===== config.mk =====
export PLATFORM = sky130hd
export DESIGN_NAME = crcb_engine
export DESIGN_NICKNAME = d
export VERILOG_FILES = /design/src/design/crcb_engine.v /design/src/design/crcb_fifo.v
export VERILOG_INCLUDE_DIRS = /design/src /design/src/pkg
export SDC_FILE = /design/constraint.sdc
export NUM_CORES = 1
export LEC_CHECK = 0
export BUFFER_PORTS_ARGS = -buffer_cell sky130_fd_sc_hd__buf_4
export CAP_MARGIN = 20
export CORE_UTILIZATION = 30
export DETAILED_ROUTE_END_ITERATION = 6
export GPL_TIMING_DRIVEN = 1
export PLACE_DENSITY = 0.45
export SETUP_SLACK_MARGIN = 0.15
export SLEW_MARGIN = 20
export SYNTH_ARGS = -nofsm -noshare
export SYNTH_HDL_FRONTEND = slang
export SYNTH_SLANG_ARGS = --single-unit

===== constraint.sdc =====
create_clock -name clk -period 3.8 [get_ports clk]
set_input_delay 0.38 -clock clk [delete_from_list [all_inputs] [get_ports clk]]
set_output_delay 0.38 -clock clk [all_outputs]
set_load 0.01 [all_outputs]

===== src/pkg/crcb_regs.vh =====
// Purpose: Register addresses, field positions and constants of the CRC byte engine.
// Assumes: Special function register page 0xF, byte-wide register bus.
// Notes:   Included by the engine design file by bare name.
`ifndef CRCB_REGS_VH
`define CRCB_REGS_VH
`define CRCB_PAGE          4'hF
`define CRCB_ADDR_CTRL     8'h92
`define CRCB_ADDR_RESULT   8'h91
`define CRCB_ADDR_INPUT    8'h93
`define CRCB_ADDR_FLIP     8'h95
`define CRCB_ADDR_AUTO     8'h96
`define CRCB_ADDR_CNT      8'h97
`define CRCB_BIT_SEL       4
`define CRCB_BIT_INIT      3
`define CRCB_BIT_VAL       2
`define CRCB_BIT_AUTO_CALC_ENABLE    7
`define CRCB_BIT_DONE      6
`define CRCB_POLY32        32'h04C11DB7
`define CRCB_POLY16        16'h1021
`define CRCB_ONES          32'hFFFFFFFF
`define CRCB_ZERO8         8'h00
`define CRCB_ZERO32        32'h00000000
`define CRCB_FIFO_DEPTH    32
`define CRCB_FIFO_AW       5
`define CRCB_BYTE_W        8
`define CRCB_PTR_MSB       1
`define CRCB_FIELD_LSB     0
`define CRCB_PTR_RST       2'h0
`define CRCB_PTR_STEP      2'h1
`define CRCB_SECT_MSB      5
`define CRCB_SECT_RST      6'h00
`define CRCB_DONE_RD       1'h1
`endif


===== src/design/crcb_engine.v =====
// Purpose: Byte-wide register access and CRC folding of the CRC engine.
// Assumes: Core accesses registers by page, address, write and read strobes.
// Notes:   Input bytes queue in a FIFO and fold one per clock.
// Overview of operation
// Two-bit pointer selects result byte reached by next data-port access.
// Pointer increments after every result data port read or write.
// 32-bit mode: pointer 0..3 maps to bits 7-0,15-8,23-16,31-24.
// 16-bit mode: pointer 00,10 give bits 7-0; 01,11 give 15-8.
// Every input byte folds into the result with selected polynomial.
// Input port is read/write, page 0xF address 0x93, resets zero.
// Starting automatic CRC may corrupt the third fetched opcode byte.
// Core follows start with harmless three-byte instruction.
// Pointer wraps from 11 back to 00.
// Select bit clear gives 32-bit poly, set gives 16-bit poly.
// Writing init bit loads result with zeros or ones per value bit.
// Each result data access targets byte shown by the pointer.
// With auto enable set, any control write starts automatic CRC.
`timescale 1ns/1ps
`include "crcb_regs.vh"
module crcb_engine (
  input  wire       clk,
  input  wire       rst_n,
  input  wire [3:0] sfr_page,
  input  wire [7:0] sfr_addr,
  input  wire       sfr_wr,
  input  wire       sfr_rd,
  input  wire [7:0] sfr_wdata,
  output reg  [7:0] sfr_rdata,
  output reg        input_busy,
  output reg        auto_start,
  output reg        fetch_unsafe
);
  reg  [1:0]  result_byte_pointer_q;
  reg         poly_select_q;
  reg         init_value_select_q;
  reg  [31:0] crc_q;
  reg  [7:0]  crc_byte_input_q;
  reg  [7:0]  bit_reverse_port_q;
  reg         auto_calc_enable_q;
  reg  [5:0]  start_sector_q;
  reg  [5:0]  sector_count_q;
  reg  [7:0]  rdata_d;
  wire        sel;
  wire        wr_ctrl;
  wire        wr_res;
  wire        rd_res;
  wire        wr_in;
  wire        fifo_in_ready;
  wire        fifo_out_valid;
  wire [7:0]  fifo_out_data;
  wire [31:0] crc_fold;
  wire        wr_flip;
  wire        wr_auto;
  wire        wr_cnt;
  wire [1:0]  cur_lane;

  // Folds one byte MSB first; the 16-bit mode uses the low half.
  function [31:0] fold_byte;
    input [31:0] crc;
    input [7:0]  data;
    input        mode16;
    integer      i;
    reg   [31:0] c;
    begin
      c = crc;
      for (i = 7; i >= 0; i = i - 1)
      begin
        if (mode16)
          c = {16'h0000, (c[15] ^ data[i]) ? ({c[14:0], 1'b0} ^ `CRCB_POLY16)
                                            : {c[14:0], 1'b0}};
        else
          c = (c[31] ^ data[i]) ? ({c[30:0], 1'b0} ^ `CRCB_POLY32)
                                : {c[30:0], 1'b0};
      end
      fold_byte = c;
    end
  endfunction

  // Picks the byte lane addressed by the pointer in either mode.
  function [1:0] lane;
    input [1:0] ptr;
    input       mode16;
    begin
      lane = mode16 ? {1'b0, ptr[0]} : ptr;
    end
  endfunction

  // Page and address decode of the register strobes.
  assign sel      = (sfr_page == `CRCB_PAGE);
  assign wr_ctrl  = sel && sfr_wr && (sfr_addr == `CRCB_ADDR_CTRL);
  assign wr_res   = sel && sfr_wr && (sfr_addr == `CRCB_ADDR_RESULT);
  assign rd_res   = sel && sfr_rd && (sfr_addr == `CRCB_ADDR_RESULT);
  assign wr_in    = sel && sfr_wr && (sfr_addr == `CRCB_ADDR_INPUT);
  assign crc_fold = fold_byte(crc_q, fifo_out_data, poly_select_q);
  assign wr_flip  = sel && sfr_wr && (sfr_addr == `CRCB_ADDR_FLIP);
  assign wr_auto  = sel && sfr_wr && (sfr_addr == `CRCB_ADDR_AUTO);
  assign wr_cnt   = sel && sfr_wr && (sfr_addr == `CRCB_ADDR_CNT);
  assign cur_lane = lane(result_byte_pointer_q, poly_select_q);

  crcb_fifo #(
    .WIDTH (8),
    .DEPTH (`CRCB_FIFO_DEPTH),
    .AW    (`CRCB_FIFO_AW)
  ) u_fifo (
    .clk       (clk),
    .rst_n     (rst_n),
    .in_valid  (wr_in),
    .in_ready  (fifo_in_ready),
    .in_data   (sfr_wdata),
    .out_valid (fifo_out_valid),
    .out_ready (~wr_ctrl && ~wr_res),
    .out_data  (fifo_out_data)
  );

  // Read multiplexer; unmapped addresses read zero.
  always @*
  begin
    rdata_d = `CRCB_ZERO8;
    if (sel)
    begin
      case (sfr_addr)
        `CRCB_ADDR_CTRL:
          rdata_d = {3'b000, poly_select_q, 1'b0, init_value_select_q,
                     result_byte_pointer_q};
        `CRCB_ADDR_RESULT:
          rdata_d = crc_q[`CRCB_BYTE_W*cur_lane +: `CRCB_BYTE_W];
        `CRCB_ADDR_INPUT:
          rdata_d = crc_byte_input_q;
        `CRCB_ADDR_FLIP:
          rdata_d = {bit_reverse_port_q[0], bit_reverse_port_q[1], bit_reverse_port_q[2],
                     bit_reverse_port_q[3], bit_reverse_port_q[4], bit_reverse_port_q[5],
                     bit_reverse_port_q[6], bit_reverse_port_q[7]};
        `CRCB_ADDR_AUTO:
          rdata_d = {auto_calc_enable_q, `CRCB_DONE_RD, start_sector_q};
        `CRCB_ADDR_CNT:
          rdata_d = {2'b00, sector_count_q};
        default:
          rdata_d = `CRCB_ZERO8;
      endcase
    end
  end

  // Result byte pointer: loaded by a control write, stepped by each result access.
  // A control write wins, so software can re-aim the pointer in the same cycle.
  always @(posedge clk)
  begin
    if (!rst_n)
      result_byte_pointer_q <= `CRCB_PTR_RST;
    else if (wr_ctrl)
      result_byte_pointer_q <= sfr_wdata[`CRCB_PTR_MSB:`CRCB_FIELD_LSB];
    else if (wr_res || rd_res)
      result_byte_pointer_q <= result_byte_pointer_q + `CRCB_PTR_STEP;
  end

  // Control fields: polynomial select and init value select.
  always @(posedge clk)
  begin
    if (!rst_n)
    begin
      poly_select_q       <= 1'b0;
      init_value_select_q <= 1'b0;
    end
    else if (wr_ctrl)
    begin
      poly_select_q       <= sfr_wdata[`CRCB_BIT_SEL];
      init_value_select_q <= sfr_wdata[`CRCB_BIT_VAL];
    end
  end

  // CRC result: a control write or a result byte write stalls the fold for one cycle.
  // The stalled byte stays in the FIFO output stage, so no input byte is lost.
  always @(posedge clk)
  begin
    if (!rst_n)
      crc_q <= `CRCB_ZERO32;
    else if (wr_ctrl)
    begin
      if (sfr_wdata[`CRCB_BIT_INIT])
        crc_q <= sfr_wdata[`CRCB_BIT_VAL] ? `CRCB_ONES : `CRCB_ZERO32;
    end
    else if (wr_res)
      crc_q[`CRCB_BYTE_W*cur_lane +: `CRCB_BYTE_W] <= sfr_wdata;
    else if (fifo_out_valid)
      crc_q <= crc_fold;
  end

  // Data input port keeps the last written byte for readback.
  always @(posedge clk)
  begin
    if (!rst_n)
      crc_byte_input_q <= `CRCB_ZERO8;
    else if (wr_in)
      crc_byte_input_q <= sfr_wdata;
  end

  // Bit-reverse, automatic-run and sector count registers.
  always @(posedge clk)
  begin
    if (!rst_n)
    begin
      bit_reverse_port_q <= `CRCB_ZERO8;
      auto_calc_enable_q <= 1'b0;
      start_sector_q     <= `CRCB_SECT_RST;
      sector_count_q     <= `CRCB_SECT_RST;
    end
    else
    begin
      if (wr_flip)
        bit_reverse_port_q <= sfr_wdata;
      if (wr_auto)
      begin
        auto_calc_enable_q <= sfr_wdata[`CRCB_BIT_AUTO_CALC_ENABLE];
        start_sector_q     <= sfr_wdata[`CRCB_SECT_MSB:`CRCB_FIELD_LSB];
      end
      if (wr_cnt)
        sector_count_q <= sfr_wdata[`CRCB_SECT_MSB:`CRCB_FIELD_LSB];
    end
  end

  // Registered outputs: read data, FIFO full flag and start pulses.
  always @(posedge clk)
  begin
    if (!rst_n)
    begin
      sfr_rdata    <= `CRCB_ZERO8;
      input_busy   <= 1'b0;
      auto_start   <= 1'b0;
      fetch_unsafe <= 1'b0;
    end
    else
    begin
      sfr_rdata    <= rdata_d;
      input_busy   <= ~fifo_in_ready;
      auto_start   <= wr_ctrl && auto_calc_enable_q;
      // Warns that the third opcode byte fetched next may be corrupt.
      fetch_unsafe <= wr_ctrl && auto_calc_enable_q;
    end
  end
endmodule


===== src/design/crcb_fifo.v =====
// Purpose: Byte FIFO between the input port and the CRC fold logic.
// Assumes: One clock, synchronous active-low reset.
// Notes:   Read data come out of a register; depth is a power of two.
`timescale 1ns/1ps
module crcb_fifo #(
  parameter WIDTH = 8,
  parameter DEPTH = 32,
  parameter AW    = 5
) (
  input  wire             clk,
  input  wire             rst_n,
  input  wire             in_valid,
  output wire             in_ready,
  input  wire [WIDTH-1:0] in_data,
  output reg              out_valid,
  input  wire             out_ready,
  output reg  [WIDTH-1:0] out_data
);
  reg [WIDTH-1:0] mem [0:DEPTH-1];
  reg [AW:0]      wr_q;
  reg [AW:0]      rd_q;
  wire            empty;
  wire            full;
  wire            pop;

  // Full when pointers differ only in the wrap bit.
  assign empty    = (wr_q == rd_q);
  assign full     = (wr_q[AW] != rd_q[AW]) && (wr_q[AW-1:0] == rd_q[AW-1:0]);
  assign in_ready = ~full;
  assign pop      = ~empty && (~out_valid || out_ready);

  // Storage write.
  always @(posedge clk)
  begin
    if (in_valid && ~full)
      mem[wr_q[AW-1:0]] <= in_data;
  end

  // Pointers and registered output stage.
  always @(posedge clk)
  begin
    if (!rst_n)
    begin
      wr_q      <= {(AW+1){1'b0}};
      rd_q      <= {(AW+1){1'b0}};
      out_valid <= 1'b0;
      out_data  <= {WIDTH{1'b0}};
    end
    else
    begin
      if (in_valid && ~full)
        wr_q <= wr_q + 1'b1;
      if (pop)
      begin
        rd_q      <= rd_q + 1'b1;
        out_data  <= mem[rd_q[AW-1:0]];
        out_valid <= 1'b1;
      end
      else if (out_ready)
        out_valid <= 1'b0;
    end
  end
endmodule


Word-level counts from Yosys, hierarchy flattened
Memory sizes are Yosys's and may differ from the RTL's. A register that Yosys moved wholly into a read port is not among the register bits.
Cells that the tools add are included.
Operators by class
  $add $sub $neg: 4
  $mul: 0
  divide/modulo/power cells: 0
  magnitude comparators: 0
  eq/ne operators: 11
  shift operators: 3
  mux-type cells: 38
  bitwise operators: 37
  reduce and logical (&&, ||, !) cells: 22
Operators with widths (count)
  2-to-1 mux 32 bit: 13
  2-to-1 mux 27 bit: 8
  inverter 14 bit: 8
  2-to-1 mux 13 bit: 8
  == test 8 bit (second input constant): 6
  case mux 8 bit (6 select lines): 1
  negation 5 -> 34 bit: 1
  variable shift 8 x 34 -> 32 bit (first input constant): 1
  variable part select 8 x 34 -> 32 bit: 1
  bitwise mux 32 bit: 1
  variable part select 32 x 6 -> 8 bit: 1
  inverter 3 bit: 8
  bitwise XOR 1 bit: 16
  logical AND 1 bit: 14
  adder 6 x 1 -> 6 bit (second input constant): 2
  == test 6 bit: 1
  2-to-1 mux 2 bit: 3
  == test 5 bit: 1
  inverter 1 bit: 5
  == test 4 bit (second input constant): 1
  2-to-1 mux 1 bit: 4
  AND reduction 2 bit: 2
  nonzero test 2 bit: 2
  nonzero test 3 bit: 1
  5 further kinds: 6
Storage, ports and cells
  register bits after elaboration: 88
  latch bits: 0
  RAM bits: 256
  ROM bits: 0
  input bits: 24
  output and inout port bits: 11
  word-level logic and storage cells: 131
  memories kept: 1
Memory list
  u_fifo.mem: words 32, width 8, rd ports 1, clocked after Yosys merged registers in 1, wr ports 1, RTL line crcb_fifo.v:19  | reg [WIDTH-1:0] mem [0:DEPTH-1];

Logic depth before layout (Yosys ltp)
  depth in word-level cells: 27
  depth in mapped cells: 13
  gate-level depth less buffers: 10

Cells and area by module
From an unflattened synthesis, not the netlist that was laid out.
Unflattened totals
  cells, all modules: 1159
  area total of the unflattened synthesis: 16343.2 µm²
By module, submodules not included
  crcb_fifo: instances 1, cells an instance 545, area each 10834.1 µm², seq. area each 8107.8 µm²
  crcb_engine: instances 1, cells an instance 614, area each 5509.0 µm², seq. area each 1501.4 µm²

Least setup slack after synthesis
OpenSTA, ideal clock, no wires.
  kind: register to register
  from: register poly_select_q
  to: register crc_q[9]
  library setup time: 0.070 ns
  arrival time: 2.669 ns
  required time: 3.730 ns
  path slack: 1.061 ns
  stages on the path, launching flop included: 13
  path buffers: 4
  period minus slack after synthesis: 2.739 ns
  cells stage by stage: dfxtp_1 > clkbuf_1 > buf_1 > nor2b_1 > clkbuf_1 > inv_1 > ha_1 > or4_1 > o211a_1 > clkbuf_1 > nand4_1 > nand4b_1 > a21oi_1
On the way
  longest elaborated chain between the ends: 22
  elaborated cells between the ends (all ways): 40
  those cells by class: 1 x add/sub; 2 x shift; 27 x mux; 10 x bitwise
RTL lines
  from (decl): RTL line crcb_engine.v:34  | reg poly_select_q;
  from (signal assigned): RTL line crcb_engine.v:165  | poly_select_q <= sfr_wdata[`CRCB_BIT_SEL];
  2-to-1 mux 32 bit: RTL line crcb_engine.v:68  | if (mode16)
  2-to-1 mux 27 bit or 2-to-1 mux 13 bit (tied branches): RTL line crcb_engine.v:72, crcb_engine.v:69
  2-to-1 mux 32 bit: RTL line crcb_engine.v:68
  inverter 14 bit (no source line)
  2-to-1 mux 27 bit: RTL line crcb_engine.v:72  | c = (c[31] ^ data[i]) ? ({c[30:0], 1'b0} ^ `CRCB_POLY32)
  2-to-1 mux 32 bit: RTL line crcb_engine.v:68
  inverter 14 bit (no source line) or inverter 3 bit (tied branches)
  2-to-1 mux 27 bit or 2-to-1 mux 13 bit (tied branches): RTL line crcb_engine.v:72, crcb_engine.v:69
  (+6 left out)
  inverter 14 bit (no source line)
  2-to-1 mux 27 bit: RTL line crcb_engine.v:72
  2-to-1 mux 32 bit: RTL line crcb_engine.v:68
  2-to-1 mux 27 bit or 2-to-1 mux 13 bit (tied branches): RTL line crcb_engine.v:72, crcb_engine.v:69
  2-to-1 mux 32 bit: RTL line crcb_engine.v:68
  2-to-1 mux 32 bit: RTL line crcb_engine.v:183  | else if (fifo_out_valid)
  2-to-1 mux 32 bit *: RTL line crcb_engine.v:181  | else if (wr_res)
  2-to-1 mux 32 bit *: RTL line crcb_engine.v:176  | else if (wr_ctrl)
  to (signal assigned): RTL line crcb_engine.v:175  | crc_q <= `CRCB_ZERO32;
  to (signal, indexed assignment): RTL line crcb_engine.v:182  | crc_q[`CRCB_BYTE_W*cur_lane +: `CRCB_BYTE_W] <= sfr_wdata;
  to (signal assigned): RTL line crcb_engine.v:184  | crc_q <= crc_fold;
  to (decl): RTL line crcb_engine.v:36  | reg [31:0] crc_q;
Mark *: on every way between the ends. The rest lies on a longest branch, timed or not. The select of a mux whose other input is x is not followed.
A chain may end at the register's enable or synchronous reset.

Worst setup path after layout
  from: register poly_select_q
  to: register crc_q[7]
On the way
  longest elaborated chain between the ends: 23
  elaborated cells between the ends (all ways): 44
  those cells by class: 1 x add/sub; 2 x shift; 27 x mux; 14 x bitwise
RTL lines (RTL line)
  2-to-1 mux 32 bit: crcb_engine.v:68
  bitwise XOR 1 bit or inverter 14 bit (tied branches)
  2-to-1 mux 27 bit: crcb_engine.v:72
  2-to-1 mux 32 bit: crcb_engine.v:68
  inverter 14 bit (no source line)
  2-to-1 mux 27 bit: crcb_engine.v:72
  2-to-1 mux 32 bit: crcb_engine.v:68
  2-to-1 mux 27 bit or 2-to-1 mux 13 bit (tied branches): crcb_engine.v:72, crcb_engine.v:69
  (+7 left out)
  2-to-1 mux 27 bit or 2-to-1 mux 13 bit (tied branches): crcb_engine.v:72, crcb_engine.v:69
  2-to-1 mux 32 bit: crcb_engine.v:68
  inverter 14 bit (no source line)
  2-to-1 mux 27 bit: crcb_engine.v:72
  2-to-1 mux 32 bit: crcb_engine.v:68
  2-to-1 mux 32 bit: crcb_engine.v:183
  2-to-1 mux 32 bit *: crcb_engine.v:181
  2-to-1 mux 32 bit *: crcb_engine.v:176
Marks and branches as above.

==> reports/qor.yml <==
multi_input_area_um2: 6110
cts-root-buf: "clkbuf_16"
routedWlPerCell_um: 23.5
vias: 9421
end_kind: "flip-flop"
hold_depth: 4
yosysSeqAreaShare_pct: 60.0
core_um2: 52700
synthCells: 1108
dp_hpwl_um: 28500
avgSynthCellArea_um2: 14.5
start_util_pct: 30.4
hold_class: "input pin to flip-flop"
cp_max_fo: 13
diodes: 0
yosysTopAreaCell: "edfxtp_1"
r2r-end: "crc_q[7]"
fillCellCount: 5056
cp.required_ns: 4.26
stdcell_area_um2: 18600
htreeDepth: 2
finalSetupViolCount: 0
drive_above_1_share_pct: 21.1
yosys.area.top_type_share_pct: 48.0
area_growth_syn_to_layout_pct: 15.9
track_usage_pct: 16.8
synth_edf_count: 256
whs_endpoint: "sfr_rdata[1]"
synth-async-reset-ratio_pct: 0
place_area_um2: 17300
viasPerCell: 4.99
final_nets: 1203
worst_setup_hold_path_clk_slew_ns: 0.06
slew_headroom_pct: 38.1
tightest_slew_ns: 0.924
grt_max_degree: 47
r2r_start: "poly_select_q"
overflow: 0
ys_warn_count: 0
grt_use_met1_pct: 24.2
cpMaxStageDelayCell: "or4_1"
core.rowCount: 84
num_io_pins: 35
hold_violations: 0
setup-tns-final_ns: 0
route.detailed.drc: 0
hold_buffers: 0
place_congestion: 0.857
start_kind: "flip-flop"
syn_area_um2: 16000
path_cells: "nor2b_1 -> buf_4 -> inv_1 -> ha_1 -> or4_1 -> o211a_1 -> nand3_1 -> nand2_1 -> a311oi_1"
grt_busiest_layer: "met2"
seq_area_um2: 9620
ys_ff_latch: 352
p_leak_uw: 0.00595
min_from: "sfr_addr[3]"
period_minus_slack_ns: 2.78
synth_ff_type: "edfxtp_1"
cts_tree: "built"
max_clock_freq_mhz: 359
cts_setup_buffers: 0
firstDrtPassIters: 6
synth_cell_types: 61
final_core_util_pct: 35.3
cts_repair_resize_count: 0
rrSetupSlack_ns: 1.02
rr_worst_depth: 9
grt_pass1_wl_um: 66300
die-area_um2: 54300
fin_crit_sh_pct: 73.2
synth_top_cells_by_area: "edfxtp_1 48%, mux4_2 12%, dfxtp_1 12%, xnor2_1 4.8%, mux2i_1 3.2%"
status: "complete, no violations"
portBuffers: 34
postRouteAntennaNets: 0
grt.met2_usage_pct: 25.3
rsz0062_at_grt: "false"
drv_slew: 0
first_global_vias: 9567
routed_wl_um: 44400
max_cap_violations: 0
fp.dieH_um: 233
cp.buffers_inverters: 2
finClkSkew_ns: 0.0245
dp_slack_ns: 0.880
ir_drop_v: 0.000329
met3_usage_pct: 3.27
drt_iter0_drc: 761
power_density_nw_per_um2: 618
die_w_um: 233
antenna_found_initial: 0
cts.sink_count: 352
crit_type: "flip-flop to flip-flop"
clock_path_buffers: 3
clk_latency_ns: 0.58
worstPathArrival_ns: 3.25
cpPeakStageDelay_ns: 0.60
critPathTopFamily: "simple AND/OR/NAND/NOR gates"
worst_slack_ns: 1.02
syn_nets: 1141
cts_buffers: 40
==> placed cells by master, fill, tap and decap left out, drive strengths merged, types with 32 or more instances in the layout <==
cell type  instances
edfxtp           256
dfxtp             96
buf               94
nor2              91
xnor2             90
mux4              88
clkbuf            54
mux2i             52
nand2             50
o21ai             46
nor2b             45
xor2              32
==> through the flow <==
step,power (uW),hold slack (ns),instances
after floorplan,6880,0.446,1108
after global placement,7850,0.488,1816
after detailed placement,7830,0.481,1816
after CTS,11600,0.234,1888
after global routing,12000,0.280,1888
final,11500,0.266,1888
==> final cells by class <==
cell class	instances	share of cell area, %
multi-input combinational	676	32.9
inverter	6	0.121
clock inverter	18	1.02
timing repair buffer	94	3.87
clock buffer	54	5.67
tap	688	4.64
sequential	352	51.8
==> power by group <==
part	internal (uW)	switching, uW
Sequential	4200	238
Combinational	1600	1700
Clock	2110	1620
==> flip-flops by register name (all words and copies together), names as in the netlist <==
signal and flops:
u_fifo.rd_q 6, sfr_rdata 8, input_busy 1, result_byte_pointer_q 2, init_value_select_q 1, u_fifo.wr_q 6, crc_q 32, u_fifo.mem 256
auto_calc_enable_q 1, crc_byte_input_q 8, u_fifo.out_data 8, start_sector_q 6, fetch_unsafe 1, u_fifo.out_valid 1, poly_select_q 1, sector_count_q 6
bit_reverse_port_q 8
==> worst register-to-register path, cell delays in order (launching register included) <==
cell and delay, ns:
dfxtp_1 0.44, nor2b_1 0.17, buf_4 0.21, inv_1 0.08, ha_1 0.22, or4_1 0.60, o211a_1 0.31, nand3_1 0.26
nand2_1 0.15, a311oi_1 0.24
==> Yosys cell counts, types with 13 or more instances <==
cell,count
nand3_1,16
a221oi_1,16
nor2b_1,45
dfxtp_1,96
nand2_1,50
edfxtp_1,256
a21oi_1,30
buf_1,18
xor2_1,31
xnor2_1,88
mux4_2,87
o21ai_0,44
nor2_1,91
mux2i_1,52
a22oi_1,13
clkbuf_1,48
==> cells by family (layout without fill, tap and decap cells) <==
kind of cell,after synthesis,count (layout),synth area share (%)
DFF,352,352,60.0
and+or+nand+nor,259,259,8.00
muxes,141,141,15.7
AOI/OAI and AO/OA,136,136,5.35
xor gates and xnor gates,131,131,8.25
buffers and inverters,80,172,1.99
adders and majority gates,9,9,0.703
==> how the worst max path moves through the flow <==
stage,cells past startpoint,slack [ns],endpoint,from
2_1_floorplan,12,1.06,crc_q[9],poly_select_q
3_3_place_gp,8,0.93,crc_q[29],sfr_addr[5]
3_5_place_dp,8,0.88,crc_q[7],sfr_addr[5]
4_1_cts,9,1.03,crc_q[7],poly_select_q
5_1_grt,9,0.84,crc_q[12],poly_select_q
6_report,9,1.02,crc_q[7],poly_select_q
==> per-layer routing <==
layer / share of wire, % / vias to the layer above
li1: - / 4313
met1: 48 / 4803
met2: 44 / 238
met3: 5.2 / 67
met4: 2.2 / 0
met5: 0 / -
(Power assumes the default switching activity.)
